### config.mk
export PLATFORM = sky130hd
export DESIGN_NAME = isbs_core
export DESIGN_NICKNAME = d
export VERILOG_FILES = /design/src/hdl/isbs_fifo.v /design/src/hdl/isbs_core.v
export VERILOG_INCLUDE_DIRS = /design/src /design/src/shared
export SDC_FILE = /design/constraint.sdc
export NUM_CORES = 1
export LEC_CHECK = 0
export CORE_ASPECT_RATIO = 1.75
export CORE_MARGIN = 1.5
export CORE_UTILIZATION = 45
export CTS_CLUSTER_DIAMETER = 80
export DETAILED_ROUTE_END_ITERATION = 6
export DONT_BUFFER_PORTS = 1
export GPL_TIMING_DRIVEN = 0
export HOLD_SLACK_MARGIN = 0.02
export PLACE_DENSITY = 0.6
export SLEW_MARGIN = 25
export SYNTH_ARGS = -nofsm -noshare
export SYNTH_HDL_FRONTEND = slang
export SYNTH_SLANG_ARGS = --single-unit
### constraint.sdc
create_clock -name pclk -period 5.2 [get_ports pclk]
set_input_delay 0.78 -clock pclk [delete_from_list [all_inputs] [get_ports pclk]]
set_output_delay 0.78 -clock pclk [all_outputs]
set_load 0.01 [all_outputs]
### src/shared/isbs_defines.vh
// register map, field positions and constants of the slave buffer status block
`ifndef ISBS_DEFINES_VH
`define ISBS_DEFINES_VH

`define ISBS_PAW 8
`define ISBS_OFS_CTRL 8'h00
`define ISBS_OFS_CMD 8'h04
`define ISBS_OFS_WR_SIZE 8'h08
`define ISBS_OFS_RD_SIZE 8'h0C
`define ISBS_OFS_WR_COUNT 8'h10
`define ISBS_OFS_RD_COUNT 8'h14
`define ISBS_OFS_STATUS 8'h18
`define ISBS_OFS_WR_BASE 8'h1C
`define ISBS_OFS_RD_BASE 8'h20

`define ISBS_CTRL_EN 0
`define ISBS_CTRL_IRQ_EN 1
`define ISBS_CTRL_BOOT 2
`define ISBS_CTRL_W 3
`define ISBS_CTRL_RST 3'h0

`define ISBS_CMD_CLR_WR_IDX 0
`define ISBS_CMD_CLR_RD_IDX 1
`define ISBS_CMD_CLR_WR_ST 2
`define ISBS_CMD_CLR_RD_ST 3
`define ISBS_CMD_COMM_RESET 4
`define ISBS_CMD_COMM_STOP 5
`define ISBS_CMD_COMM_START 6
`define ISBS_CMD_RESP_READY 7

`define ISBS_ST_RD_DONE 0
`define ISBS_ST_RD_ACT 1
`define ISBS_ST_RD_OVR 2
`define ISBS_ST_WR_DONE 4
`define ISBS_ST_WR_ACT 5
`define ISBS_ST_WR_OVR 6
`define ISBS_ST_W 7
`define ISBS_ST_RST 7'h00

`define ISBS_FILLER 8'hFF
`define ISBS_SIZE_RST 8'h00

`endif

### src/hdl/isbs_fifo.v
// small synchronous fifo with a registered output stage
`timescale 1ns/100ps
module isbs_fifo #(
	parameter W = 16,
	parameter DEPTH = 8,
	parameter AW = 3
) (
	input wire clk, // clock
	input wire rst_n, // async reset, active low
	input wire in_valid, // write request
	output wire in_ready, // room for one more word
	input wire [W-1:0] in_data, // write data
	output reg out_valid_r, // output register holds a word
	input wire out_ready, // sink takes the word
	output reg [W-1:0] out_data_r // registered read data
);
	reg [W-1:0] mem [0:DEPTH-1];
	reg [AW-1:0] wptr_r;
	reg [AW-1:0] rptr_r;
	reg [AW:0] cnt_r;
	wire push;
	wire pop;
	wire load;

	assign in_ready = (cnt_r != DEPTH[AW:0]);
	assign push = in_valid & in_ready;
	// refill the output register whenever a word is stored and the register is empty or being taken
	assign load = (cnt_r != {(AW+1){1'b0}}) & (~out_valid_r | out_ready);
	assign pop = load;

	always @(posedge clk) begin
		if (push) begin
			mem[wptr_r] <= in_data;
		end
	end

	always @(posedge clk or negedge rst_n) begin
		if (!rst_n) begin
			wptr_r <= {AW{1'b0}};
			rptr_r <= {AW{1'b0}};
			cnt_r <= {(AW+1){1'b0}};
			out_valid_r <= 1'b0;
			out_data_r <= {W{1'b0}};
		end else begin
			if (push) begin
				wptr_r <= (wptr_r == DEPTH[AW-1:0] - 1'b1) ? {AW{1'b0}} : wptr_r + 1'b1;
			end
			if (pop) begin
				rptr_r <= (rptr_r == DEPTH[AW-1:0] - 1'b1) ? {AW{1'b0}} : rptr_r + 1'b1;
				out_data_r <= mem[rptr_r];
			end
			if (push & ~pop) begin
				cnt_r <= cnt_r + 1'b1;
			end else if (pop & ~push) begin
				cnt_r <= cnt_r - 1'b1;
			end
			if (load) begin
				out_valid_r <= 1'b1;
			end else if (out_ready) begin
				out_valid_r <= 1'b0;
			end
		end
	end
endmodule // isbs_fifo

### src/hdl/isbs_core.v
// slave buffer indexes, status flags and boot command mode behind an apb slave
//
// Our own choices: the register offsets and the APB interface to the registers.
`timescale 1ns/100ps
`include "isbs_defines.vh"

module isbs_core #(
	parameter AW = 8,
	parameter FIFO_DEPTH = 8,
	parameter FIFO_AW = 3
) (
	input wire pclk, // apb clock
	input wire presetn, // async reset, active low
	input wire psel, // apb select
	input wire penable, // apb access phase
	input wire pwrite, // apb direction
	input wire [`ISBS_PAW-1:0] paddr, // apb byte address
	input wire [31:0] pwdata, // apb write data
	output reg [31:0] prdata_r, // apb read data
	output wire pready, // apb ready
	output wire pslverr, // apb error on unmapped address
	input wire lnk_start, // bus engine: transaction addressed to us begins
	input wire lnk_dir, // direction of that transaction, 1 = master reads
	input wire lnk_stop, // bus engine: transaction ends
	input wire lnk_wr_valid, // byte written by the master
	input wire [7:0] lnk_wr_data, // that byte
	output wire lnk_wr_ready, // byte taken, low stretches the bus
	output reg lnk_ack_valid_r, // ack decision valid
	output reg lnk_ack_r, // 1 = ack, 0 = nack
	input wire lnk_rd_req, // master wants the next byte
	output reg lnk_rd_valid_r, // read byte valid
	output reg [7:0] lnk_rd_data_r, // read byte
	output reg rmem_en_r, // read buffer fetch
	output reg [AW-1:0] rmem_addr_r, // read buffer address
	input wire [7:0] rmem_data, // read buffer data, in the cycle of the fetch
	output wire wmem_valid, // write buffer store request
	input wire wmem_ready, // store accepted
	output wire [AW-1:0] wmem_addr, // write buffer address
	output wire [7:0] wmem_data, // write buffer data
	output wire blk_en, // block enabled
	output wire blk_irq_en // bus engine interrupt enabled
);
	reg [`ISBS_CTRL_W-1:0] ctrl_r;
	reg [AW-1:0] wr_size_r;
	reg [AW-1:0] rd_size_r;
	reg [AW-1:0] wr_base_r;
	reg [AW-1:0] rd_base_r;
	reg [AW-1:0] wr_cnt_r;
	reg [AW-1:0] rd_cnt_r;
	reg [`ISBS_ST_W-1:0] st_r;
	reg [`ISBS_ST_W-1:0] st_nxt;
	reg act_r;
	reg act_dir_r;
	reg resp_ready_r;
	reg fill_r;

	wire apb_wr;
	wire [7:0] cmd;
	wire en;
	wire boot;
	wire wr_room;
	wire rd_room;
	wire wr_acc;
	wire push;
	wire fifo_in_ready;
	wire rd_take;
	wire rd_filler;
	wire boot_wr_start;
	wire [AW:0] wsum;
	wire [AW:0] rsum;
	wire [2*AW-1:0] fifo_out;

	function hit;
		input [`ISBS_PAW-1:0] a;
		begin
			case (a)
				`ISBS_OFS_CTRL, `ISBS_OFS_CMD, `ISBS_OFS_WR_SIZE, `ISBS_OFS_RD_SIZE,
				`ISBS_OFS_WR_COUNT, `ISBS_OFS_RD_COUNT, `ISBS_OFS_STATUS,
				`ISBS_OFS_WR_BASE, `ISBS_OFS_RD_BASE: hit = 1'b1;
				default: hit = 1'b0;
			endcase
		end
	endfunction

	function is_reg;
		input [`ISBS_PAW-1:0] a;
		input [`ISBS_PAW-1:0] ofs;
		begin
			is_reg = apb_wr & (a == ofs);
		end
	endfunction

	assign pready = 1'b1;
	assign pslverr = psel & penable & ~hit(paddr);
	assign apb_wr = psel & penable & pwrite;
	assign cmd = is_reg(paddr, `ISBS_OFS_CMD) ? pwdata[7:0] : 8'h00;
	assign en = ctrl_r[`ISBS_CTRL_EN];
	assign boot = ctrl_r[`ISBS_CTRL_BOOT];
	assign blk_en = en;
	assign blk_irq_en = ctrl_r[`ISBS_CTRL_IRQ_EN];

	// registered read data, loaded in the setup phase
	always @(posedge pclk or negedge presetn) begin
		if (!presetn) begin
			prdata_r <= 32'h0000_0000;
		end else if (psel & ~penable & ~pwrite) begin
			prdata_r <= 32'h0000_0000;
			case (paddr)
				`ISBS_OFS_CTRL: prdata_r[`ISBS_CTRL_W-1:0] <= ctrl_r;
				`ISBS_OFS_WR_SIZE: prdata_r[AW-1:0] <= wr_size_r;
				`ISBS_OFS_RD_SIZE: prdata_r[AW-1:0] <= rd_size_r;
				`ISBS_OFS_WR_COUNT: prdata_r[AW-1:0] <= wr_cnt_r;
				`ISBS_OFS_RD_COUNT: prdata_r[AW-1:0] <= rd_cnt_r;
				`ISBS_OFS_STATUS: prdata_r[`ISBS_ST_W-1:0] <= st_r;
				`ISBS_OFS_WR_BASE: prdata_r[AW-1:0] <= wr_base_r;
				`ISBS_OFS_RD_BASE: prdata_r[AW-1:0] <= rd_base_r;
				default: prdata_r <= 32'h0000_0000;
			endcase
		end
	end

	// control bits, sizes and bases
	always @(posedge pclk or negedge presetn) begin
		if (!presetn) begin
			ctrl_r <= `ISBS_CTRL_RST;
			wr_size_r <= `ISBS_SIZE_RST;
			rd_size_r <= `ISBS_SIZE_RST;
			wr_base_r <= `ISBS_SIZE_RST;
			rd_base_r <= `ISBS_SIZE_RST;
		end else begin
			if (is_reg(paddr, `ISBS_OFS_CTRL)) begin
				ctrl_r <= pwdata[`ISBS_CTRL_W-1:0];
			end
			if (cmd[`ISBS_CMD_COMM_START]) begin
				ctrl_r[`ISBS_CTRL_EN] <= 1'b1;
				ctrl_r[`ISBS_CTRL_IRQ_EN] <= 1'b1;
			end
			if (cmd[`ISBS_CMD_COMM_STOP]) begin
				ctrl_r[`ISBS_CTRL_EN] <= 1'b0;
				ctrl_r[`ISBS_CTRL_IRQ_EN] <= 1'b0;
			end
			if (is_reg(paddr, `ISBS_OFS_WR_SIZE)) begin
				wr_size_r <= pwdata[AW-1:0];
			end
			if (is_reg(paddr, `ISBS_OFS_RD_SIZE)) begin
				rd_size_r <= pwdata[AW-1:0];
			end
			if (is_reg(paddr, `ISBS_OFS_WR_BASE)) begin
				wr_base_r <= pwdata[AW-1:0];
			end
			if (is_reg(paddr, `ISBS_OFS_RD_BASE)) begin
				rd_base_r <= pwdata[AW-1:0];
			end
		end
	end

	// write direction: separate index into its own buffer
	assign wr_room = (wr_cnt_r < wr_size_r);
	assign lnk_wr_ready = ~en | ~wr_room | fifo_in_ready;
	assign wr_acc = lnk_wr_valid & lnk_wr_ready;
	assign push = wr_acc & en & wr_room;
	assign boot_wr_start = lnk_start & ~lnk_dir & boot & en;
	assign wsum = {1'b0, wr_base_r} + {1'b0, wr_cnt_r};

	always @(posedge pclk or negedge presetn) begin
		if (!presetn) begin
			wr_cnt_r <= {AW{1'b0}};
			lnk_ack_valid_r <= 1'b0;
			lnk_ack_r <= 1'b0;
		end else begin
			lnk_ack_valid_r <= wr_acc;
			lnk_ack_r <= push;
			if (is_reg(paddr, `ISBS_OFS_WR_SIZE) | is_reg(paddr, `ISBS_OFS_WR_BASE)) begin
				wr_cnt_r <= {AW{1'b0}};
			end else if (cmd[`ISBS_CMD_CLR_WR_IDX] | cmd[`ISBS_CMD_COMM_RESET]) begin
				wr_cnt_r <= {AW{1'b0}};
			end else if (boot_wr_start) begin
				wr_cnt_r <= {AW{1'b0}};
			end else if (push) begin
				wr_cnt_r <= wr_cnt_r + 1'b1;
			end
		end
	end

	isbs_fifo #(
		.W(2*AW),
		.DEPTH(FIFO_DEPTH),
		.AW(FIFO_AW)
	) u_wfifo (
		.clk(pclk),
		.rst_n(presetn),
		.in_valid(push),
		.in_ready(fifo_in_ready),
		.in_data({wsum[AW-1:0], lnk_wr_data}),
		.out_valid_r(wmem_valid),
		.out_ready(wmem_ready),
		.out_data_r(fifo_out)
	);
	assign wmem_addr = fifo_out[2*AW-1:8];
	assign wmem_data = fifo_out[7:0];

	// read direction
	assign rd_room = (rd_cnt_r < rd_size_r);
	assign rd_filler = ~en | ~rd_room | (boot & ~resp_ready_r);
	assign rd_take = lnk_rd_req & ~rd_filler;
	assign rsum = {1'b0, rd_base_r} + {1'b0, rd_cnt_r};

	always @(posedge pclk or negedge presetn) begin
		if (!presetn) begin
			rd_cnt_r <= {AW{1'b0}};
			rmem_en_r <= 1'b0;
			rmem_addr_r <= {AW{1'b0}};
			fill_r <= 1'b0;
			lnk_rd_valid_r <= 1'b0;
			lnk_rd_data_r <= 8'h00;
			resp_ready_r <= 1'b0;
		end else begin
			rmem_en_r <= rd_take;
			fill_r <= lnk_rd_req & rd_filler;
			if (rd_take) begin
				rmem_addr_r <= rsum[AW-1:0];
			end
			lnk_rd_valid_r <= rmem_en_r | fill_r;
			if (rmem_en_r) begin
				lnk_rd_data_r <= rmem_data;
			end else if (fill_r) begin
				lnk_rd_data_r <= `ISBS_FILLER;
			end
			if (cmd[`ISBS_CMD_RESP_READY]) begin
				resp_ready_r <= 1'b1;
			end else if (boot_wr_start | cmd[`ISBS_CMD_COMM_RESET]) begin
				resp_ready_r <= 1'b0;
			end
			if (is_reg(paddr, `ISBS_OFS_RD_SIZE) | is_reg(paddr, `ISBS_OFS_RD_BASE)) begin
				rd_cnt_r <= {AW{1'b0}};
			end else if (cmd[`ISBS_CMD_CLR_RD_IDX] | cmd[`ISBS_CMD_COMM_RESET]) begin
				rd_cnt_r <= {AW{1'b0}};
			end else if (cmd[`ISBS_CMD_RESP_READY]) begin
				rd_cnt_r <= {AW{1'b0}};
			end else if (rd_take) begin
				rd_cnt_r <= rd_cnt_r + 1'b1;
			end
		end
	end

	// status flags: clears first, hardware events last so a set wins
	always @* begin
		st_nxt = st_r;
		if (cmd[`ISBS_CMD_COMM_RESET]) begin
			st_nxt = `ISBS_ST_RST;
		end
		if (cmd[`ISBS_CMD_CLR_RD_ST]) begin
			st_nxt[`ISBS_ST_RD_DONE] = 1'b0;
			st_nxt[`ISBS_ST_RD_OVR] = 1'b0;
		end
		if (cmd[`ISBS_CMD_CLR_WR_ST]) begin
			st_nxt[`ISBS_ST_WR_DONE] = 1'b0;
			st_nxt[`ISBS_ST_WR_OVR] = 1'b0;
		end
		// a stop or a restart completes the running transfer
		if (act_r & (lnk_stop | lnk_start)) begin
			if (act_dir_r) begin
				st_nxt[`ISBS_ST_RD_ACT] = 1'b0;
				st_nxt[`ISBS_ST_RD_DONE] = 1'b1;
			end else begin
				st_nxt[`ISBS_ST_WR_ACT] = 1'b0;
				st_nxt[`ISBS_ST_WR_DONE] = 1'b1;
			end
		end
		if (lnk_start & en) begin
			if (lnk_dir) begin
				st_nxt[`ISBS_ST_RD_ACT] = 1'b1;
			end else begin
				st_nxt[`ISBS_ST_WR_ACT] = 1'b1;
			end
		end
		if (wr_acc & en & ~wr_room) begin
			st_nxt[`ISBS_ST_WR_OVR] = 1'b1;
		end
		if (lnk_rd_req & en & ~rd_room) begin
			st_nxt[`ISBS_ST_RD_OVR] = 1'b1;
		end
	end

	always @(posedge pclk or negedge presetn) begin
		if (!presetn) begin
			st_r <= `ISBS_ST_RST;
			act_r <= 1'b0;
			act_dir_r <= 1'b0;
		end else begin
			st_r <= st_nxt;
			if (lnk_start & en) begin
				act_r <= 1'b1;
				act_dir_r <= lnk_dir;
			end else if (lnk_stop | cmd[`ISBS_CMD_COMM_RESET]) begin
				act_r <= 1'b0;
			end
		end
	end
endmodule // isbs_core

==> metrics.yaml, run 1 <==
status: "finished clean"
worstPathMaxFanout: 10
vias: 6869
drt_pre_antenna_iters: 5
post-route-period-util_pct: 65.0
grt_overflow: 0
postCtsSetupBuffers: 0
synth_mux_area_share_pct: 12.9
cts_tree: "built"
leakagePower_nw: 5.27
max_freq_mhz: 296
finalSetupViolations: 0
clock_skew_ns: 0.0112
rows: 76
crit_top_cell: "ha_1"
cp-end-kind: "flop"
avgViaCountPerCell: 5.52
path_buf_inv: 3
cp-start-kind: "flop"
rsz0062_at_grt: "no"
ys_warn_count: 0
cts.repair.resized: 0
layout_common_cells: "128 x edfxtp_1, 116 x dfrtp_1, 70 x nand2_1, 57 x nor2_1, 46 x a21oi_1"
hold_viol: 0
drv_slew: 0
area_growth_syn_to_layout_pct: 13.7
peakVddDrop_v: 0.000233
period_needed_ns: 3.38
place.detailed.hpwl_um: 19800
syn-cell-area_um2: 11300
start_util_pct: 45.8
clockBufferDepth: 3
cts_max_level: 1
drive_above_1_share_pct: 17.0
coreArea_um2: 24600
drc_errors: 0
grtUsageTotal_pct: 21.5
synth_top_area_share_pct: 34.0
diodes: 0
synth_top_area_cell: "edfxtp_1"
die_area_um2: 26100
gp_congestion: 0.985
yosys.cell_types.count: 65
synth-compound-area-share_pct: 7.71
synth_top_family_by_area: "multiplexers"
ioPinCount: 141
synthXorXnorAreaFrac_pct: 1.94
max_stage_delay_ns: 0.46
hp-class: "in -> async"
syn_inst: 849
wire_per_inst_um: 21.8
ys_ff_latch: 244
max_slew.worst_pin.slew_ns: 0.874
placed_cell_area_um2: 11900
die_h_um: 213
powerDensity_nw_per_um2: 388
synth-simple-area-share_pct: 9.03
critPathRequiredTime_ns: 5.60
drv_cap: 0
clock_latency_ns: 0.52
cp_cell_sequence: "ha_1 > nand2_1 > nor3_1 > a21o_1 > buf_2 > inv_2 > ha_1 > inv_1 > ha_1 > a21o_1 > a21oi_1 > xnor2_1 > nor2_1 > xor2_1"
p_total_mw: 4.98
antenna_found_initial: 0
grt_pass1_vias: 7145
yosys-top-cells-area: "edfxtp_1 34%, dfrtp_1 26%, mux4_2 6.8%"
cts.sinks: 244
portBuffers: 0
ctsHoldBuffers: 1
ant_nets: 0
final_area_um2: 12800
grt_pass1_wl_um: 41500
grt_max_degree: 117
cts_made_buffers: 24
maxSlewHeadroom_pct: 41.3
postSynthAreaPerCell_um2: 13.3
critical_path_class: "reg -> reg"
synth_ff_type: "edfxtp_1"
cp_top_family: "adder cells"
die_width_um: 123
cts-root-buf: "clkbuf_16"
final_common_cell: "edfxtp_1"
slowest_stage: "dfrtp_1"
drt_iter0_markers: 327
synth-seq-area-share_pct: 59.8
ys_async_sr_fraction_pct: 47.5
cp.arrival_ns: 3.78
synthAdderAreaFrac_pct: 4.63
clk_pin_slew_ns: 0.07
synth_edf_count: 128
fin_nets: 1021
drt_wl_total_um: 27100
==> stage by stage <==
step | util (%) | instances | worst slack, ns | hold slack [ns] | TNS [ns]
after detailed placement | 48.5 | 1199 | 1.35 | 0.489 | 0
final | 52.1 | 1244 | 1.82 | 0.158 | 0
after global placement | 47.8 | 1184 | -0.326 | 0.483 | -5.18
after CTS | 52.1 | 1244 | 1.58 | 0.240 | 0
after floorplan | - | 872 | 1.62 | 0.447 | 0
after global routing | 52.1 | 1244 | 1.53 | 0.241 | 0
==> final timing paths <==
path                                          end  cells past startpoint   startpoint  slack (ns)
setup reg to reg                 u_wfifo.cnt_r[3]                     14  wr_cnt_r[5]        1.82
setup / recovery                 u_wfifo.cnt_r[3]                     14  wr_cnt_r[5]        1.82
hold / removal              u_wfifo.out_data_r[5]                      1      presetn        0.16
hold reg to reg                           st_r[0]                      2      st_r[0]        0.51
min in group pclk                       ctrl_r[1]                      1    pwdata[5]        0.34
max in group asynchronous  u_wfifo.out_data_r[14]                      1      presetn        4.44
==> state kept, by name, summed over array words and instances (netlist names), 6 cells and up <==
name                count
rd_size_r               8
u_wfifo.out_data_r     16
prdata_r                8
lnk_rd_data_r           8
wr_size_r               8
wr_cnt_r                8
st_r                    6
u_wfifo.mem           128
rd_base_r               8
rd_cnt_r                8
rmem_addr_r             8
wr_base_r               8
==> synthesized netlist by cell type, drive strengths merged (5+ instances only) <==
| cell | instances |
|---|---|
| mux2 | 43 |
| o21ai | 51 |
| nand3 | 13 |
| nand4 | 6 |
| edfxtp | 128 |
| nor3 | 12 |
| inv | 33 |
| ha | 37 |
| nand2 | 71 |
| xor2 | 12 |
| a21oi | 47 |
| nor2b | 12 |
| buf | 41 |
| a22oi | 5 |
| mux2i | 21 |
| and2 | 6 |
| mux4 | 34 |
| clkbuf | 14 |
| or3 | 6 |
| nor2 | 58 |
| dfrtp | 116 |
| and3 | 7 |
| xnor2 | 13 |
| a21o | 6 |
| a221oi | 5 |
==> cell type report <==
type / instances / area [um2]
clock inverters: 14 / 175
flip-flops and latches: 244 / 6750
repair buffers: 16 / 161
inverters: 33 / 124
plain buffers: 55 / 319
well taps: 312 / 390
fillers: 2123 / 11800
multi-input cells: 540 / 4240
clock buffers: 30 / 684
==> report_power, final <==
part | total, mW | internal, mW | switching, mW | leakage [nW]
registers | 2.27 | 2.15 | 0.119 | 2.72
clock network | 1.87 | 1.13 | 0.741 | 0.428
logic | 0.844 | 0.408 | 0.436 | 2.12
==> layer usage <==
metal | routed length (um) | global-route usage, %
met5 | 0 | 0
met4 | 1420 | 11.1
met3 | 1170 | 3.35
met2 | 15200 | 40.5
met1 | 9390 | 22.3
==> logic make-up after synthesis <==
family,after synthesis
AOI/OAI and AO/OA,142
and+or+nand+nor,210
buffers and inverters,88
muxes,98
adders and majority gates,40
other,2
xor gates and xnor gates,25
DFF,244
No activity file was read; power rests on OpenSTA's default activity.
==> inputs of run 2 (changes only) <==
ABC_AREA = 1   (was not set)
PLACE_DENSITY = 0.62   (was 0.6)
clock period = 3.05 ns   (was 5.2 ns; I/O delays follow)
==> run 2 against run 1 <==
Net effect: global-route usage is 2.5 points higher; wire length grew 19%; cell count rose by 26%; sequential power grew 96%; critical endpoint is now u_wfifo.mem[5][2]; largest cell class unchanged.
==> metrics.yaml, run 2 <==
status: "finished clean"  # unchanged
ant_nets: 0  # unchanged
cts-root-buf: "clkbuf_16"  # unchanged
die_area_um2: 26800  # was 26100 um2
critical_path_class: "reg -> reg"  # unchanged
synth_edf_count: 128  # unchanged
clockBufferDepth: 3  # unchanged
fin_nets: 1336  # was 1021
rsz0062_at_grt: "no"  # unchanged
ioPinCount: 141  # unchanged
peakVddDrop_v: 0.000484  # was 0.000233 V
instances_no_fill: 1562  # was 1244
cp.arrival_ns: 3.10  # was 3.78 ns
syn-cell-area_um2: 11600  # was 11300 um2
coreArea_um2: 25200  # was 24600 um2
synth_top_area_cell: "edfxtp_1"  # unchanged
powerDensity_nw_per_um2: 799  # was 388 nW/um2
hold_ws_ns: 0.0392  # was 0.158 ns
vias: 8582  # was 6869
critPathRequiredTime_ns: 3.28  # was 5.60 ns
place.detailed.hpwl_um: 23400  # was 19800 um
wire_per_inst_um: 20.6  # was 21.8 um
max_slew.worst_pin.slew_ns: 0.776  # was 0.874 ns
clk_pin_slew_ns: 0.07  # about the same
cp-start-kind: "flop"  # unchanged
largest_reg_flops: 128  # unchanged
grtUsageTotal_pct: 24.0  # was 21.5%
cp-end-kind: "flop"  # unchanged
final_common_cell: "nand2_1"  # was edfxtp_1
cts_made_buffers: 23  # was 24
synth-seq-area-share_pct: 58.2  # was 59.8%
syn_inst: 1154  # was 849
rows: 77  # was 76
grt_overflow: 0  # unchanged
gp_congestion: 0.987  # was 0.985
start_util_pct: 45.9  # was 45.8%
ys_warn_count: 0  # unchanged
period_needed_ns: 2.88  # was 3.38 ns
layout_common_cells: "236 x nand2_1, 128 x edfxtp_1, 127 x o21ai_0, 111 x dfrtp_1, 109 x nor2_1"  # was 128 x edfxtp_1, 116 x dfrtp_1, 70 x nand2_1, 57 x nor2_1, 46 x a21oi_1
hp-class: "in -> reg"  # was in -> async
leakagePower_nw: 5.70  # was 5.27 nW
yosys-top-cells-area: "edfxtp_1 33%, dfrtp_1 25%, nand2_1 7.6%"  # was edfxtp_1 34%, dfrtp_1 26%, mux4_2 6.8%
cts_tree: "built"  # unchanged
synth_commonest_cells: "236 x nand2_1, 128 x edfxtp_1, 128 x o21ai_0"  # was 128 x edfxtp_1, 116 x dfrtp_1, 70 x nand2_1
antenna_found_initial: 0  # unchanged
synth_most_common_cell: "nand2_1"  # was edfxtp_1
synth_ff_type: "edfxtp_1"  # unchanged
avgViaCountPerCell: 5.49  # was 5.52
ys_async_sr_fraction_pct: 47.5  # unchanged
grt_pass1_vias: 8790  # was 7145
max_freq_mhz: 348  # was 296 MHz
drt_wl_total_um: 32200  # was 27100 um
portBuffers: 0  # unchanged
p_total_mw: 10.6  # was 4.98 mW
finalSetupViolations: 0  # unchanged
yosys.cell_types.count: 50  # was 65
maxSlewHeadroom_pct: 48.3  # was 41.3%
placed_cells: 1498  # was 1199
ys_ff_latch: 244  # unchanged
diodes: 0  # unchanged
area_growth_syn_to_layout_pct: 14.2  # was 13.7%
cts.sinks: 244  # unchanged
drt_pre_antenna_iters: 5  # unchanged
largest_register: "u_wfifo.mem"  # unchanged
grt_max_degree: 117  # unchanged
drv_cap: 0  # unchanged
clock_latency_ns: 0.52  # about the same
top_regs: "u_wfifo.mem: 128 flops, u_wfifo.out_data_r: 16 flops"  # unchanged
grt_pass1_wl_um: 49300  # was 41500 um
die_h_um: 215  # was 213 um
postSynthAreaPerCell_um2: 10.0  # was 13.3 um2
worstPathMaxFanout: 9  # was 10
die_width_um: 124  # was 123 um
drv_slew: 0  # unchanged
drive_above_1_share_pct: 11.6  # was 17.0%
synth_top_area_share_pct: 33.2  # was 34.0%
clock_skew_ns: 0.0176  # was 0.0112 ns
hold_viol: 0  # unchanged
drc_errors: 0  # unchanged
post-route-period-util_pct: 94.3  # was 65.0%
cts_max_level: 1  # unchanged
drt_iter0_markers: 573  # was 327
run 2: cell count changes after synthesis, moves of 21 or more:
cell | before | now
o22ai_1 | 1 | 26
mux2i_1 | 21 | 0
nor2_1 | 58 | 117
a21oi_1 | 47 | 24
inv_1 | 30 | 86
mux2_1 | 37 | 0
nand3_1 | 12 | 53
mux4_2 | 34 | 0
nand2_1 | 70 | 236
o21ai_0 | 29 | 128
run 2: layout make-up:
class	instances	area [um2]
buffer	59	337
clock buffer	31	626
clock inverter	11	138
fill	2308	12000
inverter	99	379
multi-input combinational	774	4310
sequential	244	6750
tap	316	395
timing repair buffer	28	292
run 2: cells by family (layout without fill, tap and decap cells):
family | after synthesis | count (layout) | share of synthesized area [%]
AOI/OAI and AO/OA | 234 | 234 | 11.9
xor gates and xnor gates | 28 | 28 | 2.12
adders and majority gates | 40 | 40 | 4.52
buffers and inverters | 159 | 228 | 6.08
DFF | 244 | 244 | 58.2
muxes | 1 | 1 | 0.0972
other | 2 | 25 | 0.0648
and+or+nand+nor | 446 | 446 | 17.0
run 2: per-stage QoR:
| stage | worst slack, ns | setup TNS [ns] | area [um2] | utilization (%) |
|---|---|---|---|---|
| after floorplan | 0.188 | 0 | 11700 | - |
| final | 0.174 | 0 | 13200 | 52.4 |
| after detailed placement | -0.489 | -0.770 | 12200 | 48.2 |
| after global placement | -0.625 | -65.34 | 12100 | 47.8 |
| after CTS | 0.0195 | 0 | 13100 | 52.1 |
| after global routing | 0.00895 | 0 | 13200 | 52.4 |
run 2: worst paths after layout:
path / from / end / slack, ns / cells past startpoint
max: wr_size_r[3] / u_wfifo.mem[5][2] / 0.17 / 11
min: lnk_wr_data[2] / u_wfifo.mem[5][2] / 0.04 / 0
max reg2reg: wr_size_r[3] / u_wfifo.mem[5][2] / 0.17 / 11
min reg2reg: wr_size_r[2] / wr_size_r[2] / 0.49 / 2
max in group asynchronous: presetn / wr_cnt_r[3] / 1.88 / 2
min in group asynchronous: presetn / u_wfifo.out_data_r[0] / 0.53 / 2
run 2: layer usage:
metal  global-route usage, %  wire (um)
met1                    22.6      10500
met2                    48.3      18300
met3                    3.04       1400
met4                    13.8       2030
met5                       0          0
run 2: repair_timing:
action                                  in CTS  in global routing
endpoints found under the setup margin      16                 25
gates resized for setup                     12                  9
pin swaps                                    1                  1
hold buffers                                12                  3
hold endpoints to repair                   162                 14
setup buffers                                6                  2
run 2: critical path, stage by stage, from the launching register on:
cell	delay, ns
dfrtp_1	0.35
inv_1	0.07
ha_1	0.30
a21oi_1	0.15
nand2_1	0.11
a21oi_4	0.19
nand4_4	0.12
buf_4	0.20
inv_2	0.09
nand2_1	0.21
nor2_2	0.55
buf_8	0.22
run 2: power by group:
part	switching, mW	leakage, nW	total [mW]	internal [mW]
sequential	0.422	2.66	4.44	4.02
clock	1.25	0.366	2.95	1.70
combinational	2.11	2.67	3.16	1.05
==> inputs of run 3 (changes only) <==
PLACE_DENSITY = 0.67   (was 0.62)
==> run 3 against run 2 <==
Net effect: cell count decreased by 0.51%; count of clock-buffer cells in the layout up 2; sequential power about the same; non-clock buffer count shrank 7; worst setup slack worse by 0.0054 ns; utilization is 0.31 points lower; die area did not move; hold slack got worse by 0.0015 ns; clock skew shrank 0.0061 ns.
==> metrics.yaml, run 3 (synthesis results as in run 2) <==
status: "finished clean"  # unchanged
leakagePower_nw: 5.68  # was 5.70 nW
placed_cell_area_um2: 12200  # unchanged
start_util_pct: 45.9  # unchanged
hold_viol: 0  # unchanged
clk_pin_slew_ns: 0.07  # about the same
ioPinCount: 141  # unchanged
die_area_um2: 26800  # unchanged
drc_errors: 0  # unchanged
grt_pass1_wl_um: 48000  # was 49300 um
drive_above_1_share_pct: 11.7  # was 11.6%
grt_overflow: 0  # unchanged
final_common_cell: "nand2_1"  # unchanged
ant_nets: 0  # unchanged
cts_max_level: 1  # unchanged
grt_pass1_vias: 8779  # was 8790
drt_iter0_markers: 479  # was 573
die_h_um: 215  # unchanged
die_width_um: 124  # unchanged
cts.sinks: 244  # unchanged
drv_slew: 0  # unchanged
regToRegSetupSlack_ns: 0.17  # about the same
final_util_pct: 52.1  # was 52.4%
rsz0062_at_grt: "no"  # unchanged
fin_nets: 1329  # was 1336
cp-end-kind: "flop"  # unchanged
drt_pre_antenna_iters: 5  # unchanged
cp-start-kind: "flop"  # unchanged
min-delay-start: "lnk_wr_data[3]"  # was lnk_wr_data[2]
drv_cap: 0  # unchanged
clock_skew_ns: 0.0115  # was 0.0176 ns
drt_wl_total_um: 31100  # was 32200 um
antenna_found_initial: 0  # unchanged
crit_start: "wr_cnt_r[3]"  # was wr_size_r[3]
regArea_um2: 6750  # unchanged
maxSlewHeadroom_pct: 47.8  # was 48.3%
cts-root-buf: "clkbuf_16"  # unchanged
gp_congestion: 0.962  # was 0.987
powerDensity_nw_per_um2: 799  # about the same
portBuffers: 0  # unchanged
diodes: 0  # unchanged
cts_made_buffers: 23  # unchanged
top_regs: "u_wfifo.mem: 128 flops, u_wfifo.out_data_r: 16 flops"  # unchanged
max_freq_mhz: 347  # was 348 MHz
rows: 77  # unchanged
vias: 8548  # was 8582
max_slew.worst_pin.slew_ns: 0.776  # about the same
largest_register: "u_wfifo.mem"  # unchanged
multi_input_area_um2: 4300  # was 4310 um2
layout_common_cells: "236 x nand2_1, 128 x o21ai_0, 128 x edfxtp_1, 111 x dfrtp_1, 109 x nor2_1"  # was 236 x nand2_1, 128 x edfxtp_1, 127 x o21ai_0, 111 x dfrtp_1, 109 x nor2_1
cts_tree: "built"  # unchanged
coreArea_um2: 25200  # unchanged
critPathRequiredTime_ns: 3.27  # was 3.28 ns
period_needed_ns: 2.88  # about the same
finalSetupViolations: 0  # unchanged
grtUsageTotal_pct: 23.1  # was 24.0%
clockBufferDepth: 3  # unchanged
clock_latency_ns: 0.52  # about the same
grt_max_degree: 117  # unchanged
nFillCells: 2260  # was 2308
final_area_um2: 13100  # was 13200 um2
worstPathMaxFanout: 9  # unchanged
largest_reg_flops: 128  # unchanged
place.detailed.hpwl_um: 22700  # was 23400 um
r2r-start: "wr_cnt_r[3]"  # was wr_size_r[3]
critical_path_class: "reg -> reg"  # unchanged
peakVddDrop_v: 0.000539  # was 0.000484 V
hp-class: "in -> reg"  # unchanged
area_growth_syn_to_layout_pct: 13.5  # was 14.2%
avgViaCountPerCell: 5.50  # was 5.49
tns_ns: 0  # unchanged
post-route-period-util_pct: 94.5  # was 94.3%
cp.arrival_ns: 3.10  # about the same
wire_per_inst_um: 20.0  # was 20.6 um
==> run 3: changes by cell type in the layout (fill, tap and decap cells not counted), sizes merged <==
| cell | change |
|---|---|
| dlygate4sd3 | -10 |
| buf | +4 |
| clkinvlp | -2 |
| clkbuf | +1 |
| clkinv | -1 |
==> run 3: layer usage <==
layer	track usage, %	wire [um]	vias to the layer above
met2	45.5	17300	324
met4	12.9	1870	0
met1	22.4	10300	4078
met5	0	0	-
met3	3.39	1570	103
li1	-	-	4043
==> run 3: path summary, 6_finish.rpt <==
| check | to | cells past startpoint |
|---|---|---|
| max | u_wfifo.mem[7][3] | 10 |
| min | u_wfifo.mem[4][3] | 0 |
| min in group asynchronous | u_wfifo.out_data_r[12] | 2 |
| max reg2reg | u_wfifo.mem[7][3] | 10 |
| max in group asynchronous | wr_cnt_r[4] | 2 |
| min reg2reg | rd_size_r[2] | 2 |
==> run 3: metrics by stage <==
stage / std cells / hold WS (ns) / setup WS (ns) / power [mW]
6_report: 1554 / 0.0377 / 0.169 / 10.5
5_1_grt: 1554 / 0.0221 / 0.00794 / 11.1
3_5_place_dp: 1498 / 0.166 / -0.453 / 7.44
2_1_floorplan: 1177 / 0.162 / 0.188 / 6.43
3_3_place_gp: 1493 / 0.166 / -0.607 / 7.33
4_1_cts: 1544 / 0.0237 / 0.00513 / 10.5
==> run 3: power breakdown <==
part	internal (mW)	leakage [nW]	total [mW]	switching [mW]
clock	1.72	0.368	2.92	1.20
sequential	4.02	2.66	4.47	0.443
combinational	1.05	2.65	3.12	2.07
total	6.80	5.68	10.5	3.70
==> run 3: timing repair <==
action,in CTS,in global routing
hold buffers,2,3
gates resized for setup,8,13
setup buffers,4,7
setup endpoints to repair,3,15
pin swaps,1,3
hold endpoints to repair,116,17
==> run 3: final cells by class <==
type	instances	area share (%)
Buffer	59	2.57
Sequential cell	244	51.4
Multi-Input combinational cell	774	32.7
Tap cell	316	3.01
Inverter	99	2.88
Timing Repair Buffer	21	1.63
Clock inverter	8	0.933
Clock buffer	33	4.89
==> run 3: worst max-delay path, stage by stage (launching register included) <==
cell	delay (ns)
dfrtp_2	0.45
ha_1	0.31
a21oi_1	0.15
nand2_1	0.09
a21oi_2	0.21
nand4_4	0.11
buf_4	0.20
inv_2	0.08
nand2_1	0.20
nor2_2	0.53
buf_6	0.25
